[src/ccx_sequencer_note_end.sv]
// Intentionally empty compile unit
`timescale 1ns/1ns

[src/ccx_pkg.sv]
// Constants, register map and state encoding for the context exchange sequencer
package ccx_pkg;
    localparam int WORDS      = 16;
    localparam int IDX_W      = 4;
    localparam int DATA_W     = 64;
    localparam int ADDR_W     = 22;
    localparam int PTR_W      = 8;
    localparam int P_W        = 24;
    localparam int FLAG_W     = 8;
    localparam int CNT_W      = 8;
    localparam int AXI_AW     = 8;
    localparam int AXI_DW     = 32;

    // Package word layout inside the 16-word block
    localparam int PTR_WORD   = 0;
    localparam int P_WORD     = 1;
    localparam int MODE_WORD  = 2;
    localparam int MON_BIT    = 0;
    localparam int WS_BIT     = 1;

    // Interrupt flag positions
    localparam int FLAG_MEM   = 0;
    localparam int FLAG_NEX   = 1;
    localparam int FLAG_EEX   = 2;
    localparam logic [FLAG_W-1:0] MON_ALLOW = 8'h07;

    // Timing, in clock periods and in cycles of the 20 MHz clock
    localparam int CP_NS         = 50;
    localparam int CLOCK_NS      = 50;
    localparam int SWAP_MIN_CP   = 40;
    localparam int FETCH_MIN_CP  = 39;
    localparam int SWITCH_MIN_CP = 83;
    localparam int SWAP_MIN_CYC   = (SWAP_MIN_CP * CP_NS + CLOCK_NS - 1) / CLOCK_NS;
    localparam int SWITCH_MIN_CYC = (SWITCH_MIN_CP * CP_NS + CLOCK_NS - 1) / CLOCK_NS;

    // Register byte offsets
    localparam logic [AXI_AW-1:0] OFF_STATUS  = 8'h00;
    localparam logic [AXI_AW-1:0] OFF_FLAGS   = 8'h04;
    localparam logic [AXI_AW-1:0] OFF_POINTER = 8'h08;
    localparam logic [AXI_AW-1:0] OFF_LASTLEN = 8'h0C;
    localparam logic [AXI_AW-1:0] OFF_COUNT   = 8'h10;

    localparam logic [1:0] RESP_OKAY   = 2'h0;
    localparam logic [1:0] RESP_SLVERR = 2'h2;

    typedef enum logic [2:0] {
        ST_IDLE  = 3'h0,
        ST_HOLD  = 3'h1,
        ST_READ  = 3'h3,
        ST_WRITE = 3'h2,
        ST_PAD   = 3'h6,
        ST_FETCH = 3'h7
    } ccx_state_type;
endpackage

[src/ccx_sequencer.sv]
// Context exchange sequencer with AXI4-Lite register slave
// Overview of operation
// - Swap active and stored package, one block
// - Sixteen reads and sixteen writes per swap
// - Word n exchanges with word n, from zero
// - Block address from pointer; zero for deadstart, scan, interprocessor start
// - Wait for memory and register activity
// - Whole switch lasts at least 83 cycles
// - Stalled test-and-set clears both parcel registers
// - Saved package: wait flag, address of test-and-set
// - Only deadstart, interprocessor start, exits or interrupts start swaps
// - Deadstart forces pointer zero; loader fills zero
// - Reset reaches every flop; scan releases idle
// - Scan-forced interrupt swaps in package zero
// - Package written back at zero is indeterminate
// - Interprocessor start swaps in package zero
// - Both exits swap, same pointer
// - Exit flag set only outside monitor mode
// - Outside monitor mode, any set interrupt flag starts a swap
// - Monitor mode: only memory interrupt ends interval
// - Non-monitor code cannot change the pointer
// - No interlock against other processors' transfers
// - Swap clears all buffer tag valid bits
// - Monitor mode masks all but the memory flag
`timescale 1ns/1ns
module ccx_sequencer (
    input  wire logic                       i_clock,
    input  wire logic                       i_srst,
    input  wire logic                       i_deadstart,
    input  wire logic                       i_scan_intr,
    input  wire logic                       i_ipi_start,
    input  wire logic                       i_exit_normal,
    input  wire logic                       i_exit_error,
    input  wire logic [ccx_pkg::FLAG_W-1:0] i_intr_flags,
    input  wire logic                       i_mem_pending,
    input  wire logic                       i_reg_busy,
    input  wire logic                       i_tas_holding,
    input  wire logic [ccx_pkg::P_W-1:0]    i_tas_addr,
    input  wire logic [ccx_pkg::P_W-1:0]    i_prog_addr,
    input  wire logic                       i_fetch_done,
    input  wire logic                       i_mem_ack,
    input  wire logic [ccx_pkg::DATA_W-1:0] i_mem_rdata,
    output logic                            o_mem_req,
    output logic                            o_mem_we,
    output logic [ccx_pkg::ADDR_W-1:0]      o_mem_addr,
    output logic [ccx_pkg::DATA_W-1:0]      o_mem_wdata,
    output logic                            o_parcel_clear,
    output logic                            o_tag_clear,
    output logic                            o_fetch_start,
    output logic [ccx_pkg::P_W-1:0]         o_fetch_addr,
    output logic                            o_busy,
    output logic                            o_monitor,
    input  wire logic [ccx_pkg::AXI_AW-1:0] s_axi_awaddr,
    input  wire logic                       s_axi_awvalid,
    output logic                            s_axi_awready,
    input  wire logic [ccx_pkg::AXI_DW-1:0] s_axi_wdata,
    input  wire logic [3:0]                 s_axi_wstrb,
    input  wire logic                       s_axi_wvalid,
    output logic                            s_axi_wready,
    output logic [1:0]                      s_axi_bresp,
    output logic                            s_axi_bvalid,
    input  wire logic                       s_axi_bready,
    input  wire logic [ccx_pkg::AXI_AW-1:0] s_axi_araddr,
    input  wire logic                       s_axi_arvalid,
    output logic                            s_axi_arready,
    output logic [ccx_pkg::AXI_DW-1:0]      s_axi_rdata,
    output logic [1:0]                      s_axi_rresp,
    output logic                            s_axi_rvalid,
    input  wire logic                       s_axi_rready
);
    import ccx_pkg::*;

    ccx_state_type            st_r, st_nxt;
    logic [DATA_W-1:0]        ctx_r [WORDS];
    logic [DATA_W-1:0]        ctx_nxt [WORDS];
    logic [DATA_W-1:0]        rd_word_r, rd_word_nxt;
    logic [IDX_W-1:0]         idx_r, idx_nxt;
    logic [CNT_W-1:0]         cnt_r, cnt_nxt;
    logic [PTR_W-1:0]         base_r, base_nxt;
    logic                     zero_r, zero_nxt;
    logic                     stale_r, stale_nxt;
    logic [15:0]              count_r, count_nxt;
    logic [CNT_W-1:0]         last_r, last_nxt;
    logic                     req_r, req_nxt, we_r, we_nxt;
    logic [ADDR_W-1:0]        addr_r, addr_nxt;
    logic [DATA_W-1:0]        wdata_r, wdata_nxt;
    logic                     pclr_r, pclr_nxt, tclr_r, tclr_nxt;
    logic                     fst_r, fst_nxt;
    logic [P_W-1:0]           faddr_r, faddr_nxt;
    logic                     busy_r, busy_nxt;
    logic [FLAG_W-1:0]        flags_r, flags_nxt, flag_set;
    logic                     monitor, start_zero, exit_any, intr_req, hold_go;
    logic [PTR_W-1:0]         pointer;
    // Bus slave state
    logic                     awh_r, awh_nxt, wh_r, wh_nxt;
    logic [AXI_AW-1:0]        awaddr_r, awaddr_nxt;
    logic [AXI_DW-1:0]        wdat_r, wdat_nxt;
    logic                     wstb_r, wstb_nxt;
    logic                     bvalid_r, bvalid_nxt;
    logic [1:0]               bresp_r, bresp_nxt;
    logic                     rvalid_r, rvalid_nxt;
    logic [1:0]               rresp_r, rresp_nxt;
    logic [AXI_DW-1:0]        rdata_r, rdata_nxt;
    logic                     wr_fire, wr_ptr, wr_flags;

    assign monitor    = ctx_r[MODE_WORD][MON_BIT];
    assign pointer    = ctx_r[PTR_WORD][PTR_W-1:0];
    assign start_zero = i_deadstart | i_scan_intr | i_ipi_start;
    assign exit_any   = i_exit_normal | i_exit_error;
    // Monitor mode: only a memory error interrupts; exits still swap on their own
    // path, so a leftover exit flag cannot end the monitor's interval
    assign intr_req   = monitor ? flags_r[FLAG_MEM] : |flags_r;
    assign hold_go    = !i_mem_pending && !i_reg_busy;
    assign wr_fire    = awh_r && wh_r && !bvalid_r;
    assign wr_ptr     = wr_fire && wstb_r && awaddr_r == OFF_POINTER;
    assign wr_flags   = wr_fire && wstb_r && awaddr_r == OFF_FLAGS;

    // Exit flags only outside monitor mode; a new set beats a clear
    always_comb begin
        flag_set           = i_intr_flags;
        flag_set[FLAG_NEX] = i_intr_flags[FLAG_NEX] | (i_exit_normal & !monitor);
        flag_set[FLAG_EEX] = i_intr_flags[FLAG_EEX] | (i_exit_error & !monitor);
        flags_nxt          = flags_r;
        if (wr_flags) begin
            flags_nxt = flags_r & ~wdat_r[FLAG_W-1:0];
        end
        flags_nxt = flags_nxt | flag_set;
    end

    always_comb begin
        st_nxt      = st_r;
        ctx_nxt     = ctx_r;
        rd_word_nxt = rd_word_r;
        idx_nxt     = idx_r;
        cnt_nxt     = (cnt_r == '1) ? cnt_r : cnt_r + 1'b1;
        base_nxt    = base_r;
        zero_nxt    = zero_r;
        stale_nxt   = stale_r;
        count_nxt   = count_r;
        last_nxt    = last_r;
        req_nxt     = req_r;
        we_nxt      = we_r;
        addr_nxt    = addr_r;
        wdata_nxt   = wdata_r;
        pclr_nxt    = 1'b0;
        tclr_nxt    = 1'b0;
        fst_nxt     = 1'b0;
        faddr_nxt   = faddr_r;
        busy_nxt    = st_r != ST_IDLE;
        // Pointer changes only from monitor code, and never mid-swap
        if (wr_ptr && monitor && st_r == ST_IDLE) begin
            ctx_nxt[PTR_WORD][PTR_W-1:0] = wdat_r[PTR_W-1:0];
            stale_nxt = 1'b0;
        end
        case (st_r)
            ST_IDLE: begin
                cnt_nxt = '0;
                if (start_zero || exit_any || intr_req) begin
                    st_nxt   = ST_HOLD;
                    busy_nxt = 1'b1;
                    zero_nxt = start_zero;
                end
                if (i_deadstart) begin
                    ctx_nxt[PTR_WORD][PTR_W-1:0] = '0;
                end
            end
            ST_HOLD: begin
                cnt_nxt = '0;
                if (hold_go) begin
                    st_nxt   = ST_READ;
                    base_nxt = zero_r ? '0 : pointer;
                    idx_nxt  = '0;
                    ctx_nxt[P_WORD][P_W-1:0] = i_tas_holding ? i_tas_addr : i_prog_addr;
                    ctx_nxt[MODE_WORD][WS_BIT] = i_tas_holding;
                    pclr_nxt = i_tas_holding;
                    tclr_nxt = 1'b1;
                    // No lock is taken against other requesters of this block
                    req_nxt  = 1'b1;
                    we_nxt   = 1'b0;
                    // Block sits in the lowest 4096 words by construction
                    addr_nxt = {{(ADDR_W-PTR_W-IDX_W){1'b0}},
                                (zero_r ? {PTR_W{1'b0}} : pointer), {IDX_W{1'b0}}};
                end
            end
            ST_READ: begin
                if (i_mem_ack) begin
                    rd_word_nxt = i_mem_rdata;
                    st_nxt      = ST_WRITE;
                    we_nxt      = 1'b1;
                    wdata_nxt   = ctx_r[idx_r];
                end
            end
            ST_WRITE: begin
                if (i_mem_ack) begin
                    ctx_nxt[idx_r] = rd_word_r;
                    if (idx_r == IDX_W'(WORDS - 1)) begin
                        st_nxt  = ST_PAD;
                        req_nxt = 1'b0;
                        we_nxt  = 1'b0;
                    end else begin
                        st_nxt   = ST_READ;
                        idx_nxt  = idx_r + 1'b1;
                        we_nxt   = 1'b0;
                        addr_nxt = {{(ADDR_W-PTR_W-IDX_W){1'b0}}, base_r, idx_r + 1'b1};
                    end
                end
            end
            ST_PAD: begin
                if (cnt_r >= CNT_W'(SWAP_MIN_CYC - 1)) begin
                    st_nxt    = ST_FETCH;
                    fst_nxt   = 1'b1;
                    faddr_nxt = ctx_r[P_WORD][P_W-1:0];
                end
            end
            ST_FETCH: begin
                if (i_fetch_done && cnt_r >= CNT_W'(SWITCH_MIN_CYC - 1)) begin
                    st_nxt    = ST_IDLE;
                    busy_nxt  = 1'b0;
                    count_nxt = count_r + 1'b1;
                    last_nxt  = cnt_r + 1'b1;
                    // Word zero now holds whatever the registers held
                    stale_nxt = zero_r;
                end
            end
            default: begin
                st_nxt = ST_IDLE;
            end
        endcase
    end

    // Every flop is cleared by reset; nothing is left undefined
    always_ff @(posedge i_clock) begin
        if (i_srst) begin
            st_r      <= ST_IDLE;
            ctx_r     <= '{default: '0};
            rd_word_r <= '0;
            idx_r     <= '0;
            cnt_r     <= '0;
            base_r    <= '0;
            zero_r    <= 1'b0;
            stale_r   <= 1'b0;
            count_r   <= '0;
            last_r    <= '0;
            req_r     <= 1'b0;
            we_r      <= 1'b0;
            addr_r    <= '0;
            wdata_r   <= '0;
            pclr_r    <= 1'b0;
            tclr_r    <= 1'b0;
            fst_r     <= 1'b0;
            faddr_r   <= '0;
            busy_r    <= 1'b0;
            flags_r   <= '0;
        end else begin
            st_r      <= st_nxt;
            ctx_r     <= ctx_nxt;
            rd_word_r <= rd_word_nxt;
            idx_r     <= idx_nxt;
            cnt_r     <= cnt_nxt;
            base_r    <= base_nxt;
            zero_r    <= zero_nxt;
            stale_r   <= stale_nxt;
            count_r   <= count_nxt;
            last_r    <= last_nxt;
            req_r     <= req_nxt;
            we_r      <= we_nxt;
            addr_r    <= addr_nxt;
            wdata_r   <= wdata_nxt;
            pclr_r    <= pclr_nxt;
            tclr_r    <= tclr_nxt;
            fst_r     <= fst_nxt;
            faddr_r   <= faddr_nxt;
            busy_r    <= busy_nxt;
            flags_r   <= flags_nxt;
        end
    end

    // Bus slave: address and data held independently, one write at a time
    always_comb begin
        awh_nxt    = awh_r;
        awaddr_nxt = awaddr_r;
        wh_nxt     = wh_r;
        wdat_nxt   = wdat_r;
        wstb_nxt   = wstb_r;
        bvalid_nxt = bvalid_r;
        bresp_nxt  = bresp_r;
        rvalid_nxt = rvalid_r;
        rresp_nxt  = rresp_r;
        rdata_nxt  = rdata_r;
        if (s_axi_awvalid && !awh_r) begin
            awh_nxt    = 1'b1;
            awaddr_nxt = s_axi_awaddr;
        end
        if (s_axi_wvalid && !wh_r) begin
            wh_nxt   = 1'b1;
            wdat_nxt = s_axi_wdata;
            wstb_nxt = s_axi_wstrb[0];
        end
        if (wr_fire) begin
            awh_nxt    = 1'b0;
            wh_nxt     = 1'b0;
            bvalid_nxt = 1'b1;
            if (awaddr_r == OFF_FLAGS || awaddr_r == OFF_POINTER) begin
                bresp_nxt = RESP_OKAY;
            end else if (awaddr_r == OFF_STATUS || awaddr_r == OFF_LASTLEN) begin
                bresp_nxt = RESP_OKAY;
            end else if (awaddr_r == OFF_COUNT) begin
                bresp_nxt = RESP_OKAY;
            end else begin
                bresp_nxt = RESP_SLVERR;
            end
        end else if (bvalid_r && s_axi_bready) begin
            bvalid_nxt = 1'b0;
        end
        if (s_axi_arvalid && !rvalid_r) begin
            rvalid_nxt = 1'b1;
            rresp_nxt  = RESP_OKAY;
            if (s_axi_araddr == OFF_STATUS) begin
                rdata_nxt = {25'h0000000, stale_r, monitor, busy_r, 1'b0, st_r};
            end else if (s_axi_araddr == OFF_FLAGS) begin
                rdata_nxt = {24'h000000, flags_r};
            end else if (s_axi_araddr == OFF_POINTER) begin
                rdata_nxt = {24'h000000, pointer};
            end else if (s_axi_araddr == OFF_LASTLEN) begin
                rdata_nxt = {24'h000000, last_r};
            end else if (s_axi_araddr == OFF_COUNT) begin
                rdata_nxt = {16'h0000, count_r};
            end else begin
                rdata_nxt = '0;
                rresp_nxt = RESP_SLVERR;
            end
        end else if (rvalid_r && s_axi_rready) begin
            rvalid_nxt = 1'b0;
        end
    end

    always_ff @(posedge i_clock) begin
        if (i_srst) begin
            awh_r    <= 1'b0;
            awaddr_r <= '0;
            wh_r     <= 1'b0;
            wdat_r   <= '0;
            wstb_r   <= 1'b0;
            bvalid_r <= 1'b0;
            bresp_r  <= RESP_OKAY;
            rvalid_r <= 1'b0;
            rresp_r  <= RESP_OKAY;
            rdata_r  <= '0;
        end else begin
            awh_r    <= awh_nxt;
            awaddr_r <= awaddr_nxt;
            wh_r     <= wh_nxt;
            wdat_r   <= wdat_nxt;
            wstb_r   <= wstb_nxt;
            bvalid_r <= bvalid_nxt;
            bresp_r  <= bresp_nxt;
            rvalid_r <= rvalid_nxt;
            rresp_r  <= rresp_nxt;
            rdata_r  <= rdata_nxt;
        end
    end

    assign s_axi_awready  = !awh_r;
    assign s_axi_wready   = !wh_r;
    assign s_axi_arready  = !rvalid_r;
    assign s_axi_bvalid   = bvalid_r;
    assign s_axi_bresp    = bresp_r;
    assign s_axi_rvalid   = rvalid_r;
    assign s_axi_rresp    = rresp_r;
    assign s_axi_rdata    = rdata_r;
    assign o_mem_req      = req_r;
    assign o_mem_we       = we_r;
    assign o_mem_addr     = addr_r;
    assign o_mem_wdata    = wdata_r;
    assign o_parcel_clear = pclr_r;
    assign o_tag_clear    = tclr_r;
    assign o_fetch_start  = fst_r;
    assign o_fetch_addr   = faddr_r;
    assign o_busy         = busy_r;
    assign o_monitor      = ctx_r[MODE_WORD][MON_BIT];

    // Reference counters read only by the checks below
    logic [4:0] a_rd_cnt, a_wr_cnt;
    always_ff @(posedge i_clock) begin
        if (i_srst || st_r == ST_HOLD) begin
            a_rd_cnt <= '0;
            a_wr_cnt <= '0;
        end else if (req_r && i_mem_ack) begin
            a_rd_cnt <= a_rd_cnt + {4'h0, !we_r};
            a_wr_cnt <= a_wr_cnt + {4'h0, we_r};
        end
    end
endmodule // ccx_sequencer

[config.mk]
export PLATFORM = sky130hd
export DESIGN_NAME = ccx_sequencer
export DESIGN_NICKNAME = d
export VERILOG_FILES = /design/src/ccx_sequencer_note_end.sv /design/src/ccx_pkg.sv /design/src/ccx_sequencer.sv
export SDC_FILE = /design/constraint.sdc
export NUM_CORES = 2
export LEC_CHECK = 0
export BUFFER_PORTS_ARGS = -buffer_cell sky130_fd_sc_hd__buf_2
export CORE_ASPECT_RATIO = 1.4
export CORE_MARGIN = 2
export CORE_UTILIZATION = 30
export CTS_CLUSTER_DIAMETER = 60
export DETAILED_ROUTE_END_ITERATION = 8
export PLACE_DENSITY = 0.42
export SLEW_MARGIN = 20
export SYNTH_ARGS = -nofsm -noshare
export SYNTH_HDL_FRONTEND = slang
export SYNTH_SLANG_ARGS = --single-unit
[constraint.sdc]
create_clock -name i_clock -period 2.75 [get_ports i_clock]
set_input_delay 0.275 -clock i_clock [delete_from_list [all_inputs] [get_ports i_clock]]
set_output_delay 0.275 -clock i_clock [all_outputs]
set_load 0.1 [all_outputs]
Yosys cells after proc, flatten, opt, wreduce, memory -nomap -nowiden

Cells that the tools add are included.

Flip-flop bits (word level): 1318
Latch bits: 0
RAM bits: 0
Memory bits (read-only): 0
Input port bits: 189
Output and inout port bits: 158
Word-level logic and storage cells: 210
Memories: 0

Add/sub/neg operators: 3
Multiply operators: 0
Div/mod/pow operators: 0
Magnitude comparators: 4
Eq/ne operators: 23
Shifts and indexed selects: 0
Multiplexer cells: 67
Bitwise operators: 14
Reduce and logical (&&, ||, !) cells: 51

Operator list:

| kind                                          | number |
|---|---|
| bitwise mux 1024 bit                          | 1 |
| two-way mux 968 bit                           | 1 |
| binary-select mux 64 bit (select 4 bit)       | 1 |
| demux 64 bit (select 4 bit)                   | 1 |
| two-way mux 64 bit                            | 3 |
| two-way mux 16 bit                            | 5 |
| two-way mux 22 bit                            | 3 |
| two-way mux 24 bit                            | 2 |
| case mux 24 bit (2 select lines)              | 1 |
| case mux 22 bit (2 select lines)              | 1 |
| == test 8 x 4 -> 1 bit, second input constant | 4 |
| two-way mux 8 bit                             | 4 |
| two-way mux 3 bit                             | 7 |
| two-way mux 1 bit                             | 19 |
| case mux 3 bit (6 select lines)               | 1 |
| adder 16 x 1 -> 16 bit, second input constant | 1 |
| == test 8 x 3 -> 1 bit, second input constant | 2 |
| == test 8 x 5 -> 1 bit, second input constant | 2 |
| logical NOT 8 bit                             | 2 |
| two-way mux 2 bit                             | 8 |
| case mux 8 bit (2 select lines)               | 1 |
| logical AND 1 bit                             | 15 |
| inequality test 2 bit, second input constant  | 7 |
| two-way mux 4 bit                             | 3 |
| other kinds (34)                              | 67 |

Logic depth before layout (Yosys ltp)

Depth in word-level cells: 10
Depth in mapped cells: 11
Gate-level depth less buffers: 7

Worst setup path before layout

No wires, ideal clock.

Path kind: flip-flop to flip-flop
From: register idx_r[1]
To: register ctx_r[905] (netlist name)
Library setup time: 0.128 ns
Data arrival time: 2.684 ns
Required time: 2.622 ns
Path slack: -0.061 ns
Cell stages (with the launch flop): 11
Path buffers: 5
Period minus slack after synthesis: 2.811 ns
Cell sequence: dfxtp_1 > clkbuf_1 > buf_2 > buf_2 > inv_1 > ha_1 > and3_1 > buf_2 > buf_2 > a221oi_1 > nor2_1

Longest elaborated chain between the ends: 8
Elaborated cells between the ends (all ways): 9
Those cells by class: 2 x order compare; 5 x mux; 1 x bitwise; 1 x reduce/logical

RTL lines:

| element                                                                                                 | line                 | source |
|---|---|---|
| from (decl)                                                                                             | ccx_sequencer.sv:77  | `logic [IDX_W-1:0] idx_r, idx_nxt;` |
| from (signal assigned)                                                                                  | ccx_sequencer.sv:258 | `idx_r <= idx_nxt;` |
| NOT 4 -> 5 bit (not written as such) *                                                                  | ccx_sequencer.sv:195 | `ctx_nxt[idx_r] = rd_word_r;` |
| >= comparator 5 bit (not written as such) / less-than comparator 5 x 1 -> 1 bit (equally long branches) | ccx_sequencer.sv:195 |  |
| logical AND 1 bit (not written as such)                                                                 | ccx_sequencer.sv:195 |  |
| two-way mux 64 bit (not written as such)                                                                | ccx_sequencer.sv:195 |  |
| demux 64 bit (select 4 bit) *                                                                           | ccx_sequencer.sv:195 |  |
| bitwise mux 1024 bit *                                                                                  | ccx_sequencer.sv:195 |  |
| two-way mux 968 bit *                                                                                   | ccx_sequencer.sv:194 | `if (i_mem_ack) begin` |
| case mux 24 bit (2 select lines) *                                                                      | ccx_sequencer.sv:155 | `case (st_r)` |
| to (signal assigned)                                                                                    | ccx_sequencer.sv:256 | `ctx_r <= ctx_nxt;` |
| to (decl)                                                                                               | ccx_sequencer.sv:74  | `logic [DATA_W-1:0] ctx_r [WORDS];` |

Every way passes the cells marked *; elsewhere a longest branch is shown, timed or not. The select of a mux whose other input is x is not followed.
A chain may end at the register's enable or synchronous reset.

==> flow_summary.json <==
{
  "hold_viol": 0,
  "placed_cell_area_mm2": 0.0584,
  "route.detailed.drc": 0,
  "cap_violations": 0,
  "grt_pass1_wl_mm": 300,
  "setup_tns_ps": 0,
  "switchingPower_w": 0.00954,
  "grt_pass1_vias": 45300,
  "postCtsSetupRepairBufs": 0,
  "tritoncts": "yes",
  "end_kind": "output pin",
  "clk_latency_ps": 790,
  "numCtsBuffers": 146,
  "status": "completed",
  "worst_pin_slew_ps": 970,
  "ys.flop_type": "dfxtp_1",
  "placementRows": 184,
  "period_needed_ps": 2640,
  "grt_max_degree": 105,
  "slew_headroom_pct": 35.2,
  "cts.sinks": 1286,
  "p_int_w": 0.0309,
  "leakage_nw": 20.7,
  "layout_commonest_cell": "nand2_1",
  "grt-ovfl-total": 0,
  "synth_compound_area_share_pct": 15.0,
  "io_buffer_count": 291,
  "synth_edf_count": 0,
  "firstDrtPassIters": 5,
  "p_comb_share_pct": 4.5,
  "ys_ff_latch": 1286,
  "cts_resized": 0,
  "synthAdderAreaFrac_pct": 0.161,
  "layout_common_cells": "nand2_1, dfxtp_1, a21oi_1, mux2i_1, buf_2",
  "synth_warnings": 0,
  "synthXorXnorAreaFrac_pct": 0.306,
  "track_usage_pct": 21.4,
  "synth_area_per_cell_um2": 8.28,
  "worst-setup-path-type": "flop to output pin",
  "drv_slew": 0,
  "clock-skew-final_ps": 21.1,
  "synth_area_leaders": "dfxtp_1, nand2_1, a21oi_1",
  "synth_top_family_by_area": "simple AND/OR/NAND/NOR gates",
  "wire_per_inst_um": 21.8,
  "wl_mm": 202,
  "vias": 46600,
  "crit_path_max_fanout": 33,
  "cp_data_arrival_time_ps": 2360,
  "critical_path_required_ps": 2480,
  "peakVddDrop_mv": 0.634,
  "power.total_w": 0.0404,
  "synth.top_cell.area_share_pct": 47.3,
  "hold-worst-slack_ps": 89.3,
  "gp_congestion": 0.775,
  "ys_types": 70,
  "dieArea_mm2": 0.185,
  "p_sw_share_pct": 23.6,
  "fin_nets": 6941,
  "cts-hold-fix-buffers": 182,
  "antenna_found_initial": 2,
  "netlist_instances": 6571,
  "antenna_left": 0,
  "drive_gt1_share_pct": 13.2,
  "synthMuxAreaShare_pct": 11.4,
  "rsz0062_at_grt": "no",
  "netlist_area_mm2": 0.0544,
  "final_core_util_pct": 36.1,
  "setup_viol_count_final": 0,
  "vias_per_cell": 5.03,
  "fp.dieH_um": 508,
  "synth-async-reset-ratio_pct": 0,
  "p_seq_share_pct": 46.7,
  "ios": 347,
  "start_util_pct": 30.3,
  "pwr-share-clk_pct": 48.8,
  "fmax_ghz": 0.379,
  "htreeDepth": 4,
  "cts.path.max_buffers": 3,
  "stdcell_area_mm2": 0.0649,
  "crit_path_start_kind": "flop",
  "coreArea_mm2": 0.180,
  "die_w_um": 364,
  "fin_crit_sh_pct": 95.9,
  "synthToLayoutAreaGrowth_pct": 19.4,
  "clkTransAtPathRegs_ps": 60,
  "root_buffer": "clkbuf_16",
  "yosys.area.top_type": "dfxtp_1",
  "yosysSeqAreaShare_pct": 47.3,
  "synth-simple-area-share_pct": 19.2,
  "power_density_mw_per_mm2": 623,
  "post-dp-hpwl_mm": 121,
  "hold_path_class": "primary input to flop",
  "drt-initial-drc-count": 3523
}
## state kept, by name, indices dropped and copies added (netlist names), 9 cells and up
| name | flops |
|---|---|
| count_r | 16 |
| ctx_r | 1023 |
| o_fetch_addr | 24 |
| o_mem_addr | 9 |
| o_mem_wdata | 64 |
| rd_word_r | 64 |
| s_axi_rdata | 16 |
## kinds of logic (layout without fill, tap and decap cells)
kind of cell / after synthesis / in the layout
AO/OA/AOI/OAI: 1473 / 1473
multiplexers: 458 / 458
flip-flops: 1286 / 1286
adder cells (fa/ha/maj): 7 / 7
buffers and inverters: 692 / 943
other: 1 / 29
AND/OR/NAND/NOR: 2635 / 2635
XOR/XNOR: 19 / 19
## worst paths after layout
kind,from,end,slack (ps),cells after the start
hold reg to reg,ctx_r[724],ctx_r[724],450,2
hold / removal,s_axi_araddr[5],s_axi_rdata[12],90,6
setup / recovery,idx_r[1],o_mem_addr[1],110,2
setup reg to reg,st_r[1],rd_word_r[8],190,8
## Yosys cell counts (all sizes together), types with 3 or more instances
library cell  instances
a211oi               85
a21oi              1110
a221oi               27
a22oi                71
and2                  6
and3                 20
buf                 295
clkbuf              381
dfxtp              1286
ha                    7
inv                  15
mux2                  3
mux2i               327
mux4                128
nand2              2197
nand2b                4
nand3                27
nand3b                9
nand4                 8
nor2                231
nor2b                 7
nor3                 85
nor3b                12
nor4                  7
nor4b                 3
o21ai                28
o221ai                7
o22ai               127
o2bb2ai               5
or2                   3
or3                   6
xnor2                13
xor2                  6
## critical path: stages, from the launching register on
cell and delay [ps]:
dfxtp_4 460, buf_4 520, buf_2 550
## through the flow
stage,cells,worst slack [ps]
after detailed placement,8833,349
after CTS,9267,54.9
after floorplan,6598,23.0
after global routing,9268,59.8
final,9268,111
after global placement,8833,287
## layout make-up
type                            instances  area [µm²]
Tap cell                             2418        3030
Clock buffer                          213        4300
Clock inverter                         39         459
Inverter                               16        60.1
Fill cell                           18400      115000
Antenna cell                            1        2.50
Multi-Input combinational cell       4620       25400
Timing Repair Buffer                  675        5930
Sequential cell                      1286       25800
## power by group through the flow
stage / Combinational [W] / Clock, W / Sequential [W]
6_report: 0.00180 / 0.0197 / 0.0189
5_1_grt: 0.00192 / 0.0210 / 0.0189
4_1_cts: 0.00182 / 0.0202 / 0.0189
3_5_place_dp: 0.00160 / 0 / 0.0193
3_3_place_gp: 0.00160 / 0 / 0.0193
2_1_floorplan: 0.000906 / 0 / 0.0194
## per-layer routing
metal / track usage [%] / share of wire, % / routed length [µm]
met1: 27.4 / 44 / 88200
met4: 5.72 / 2.2 / 4350
met2: 37.7 / 50 / 101000
met3: 2.55 / 4.5 / 9020
met5: 0 / 0 / 0
Power figures use the tool's default switching activity.
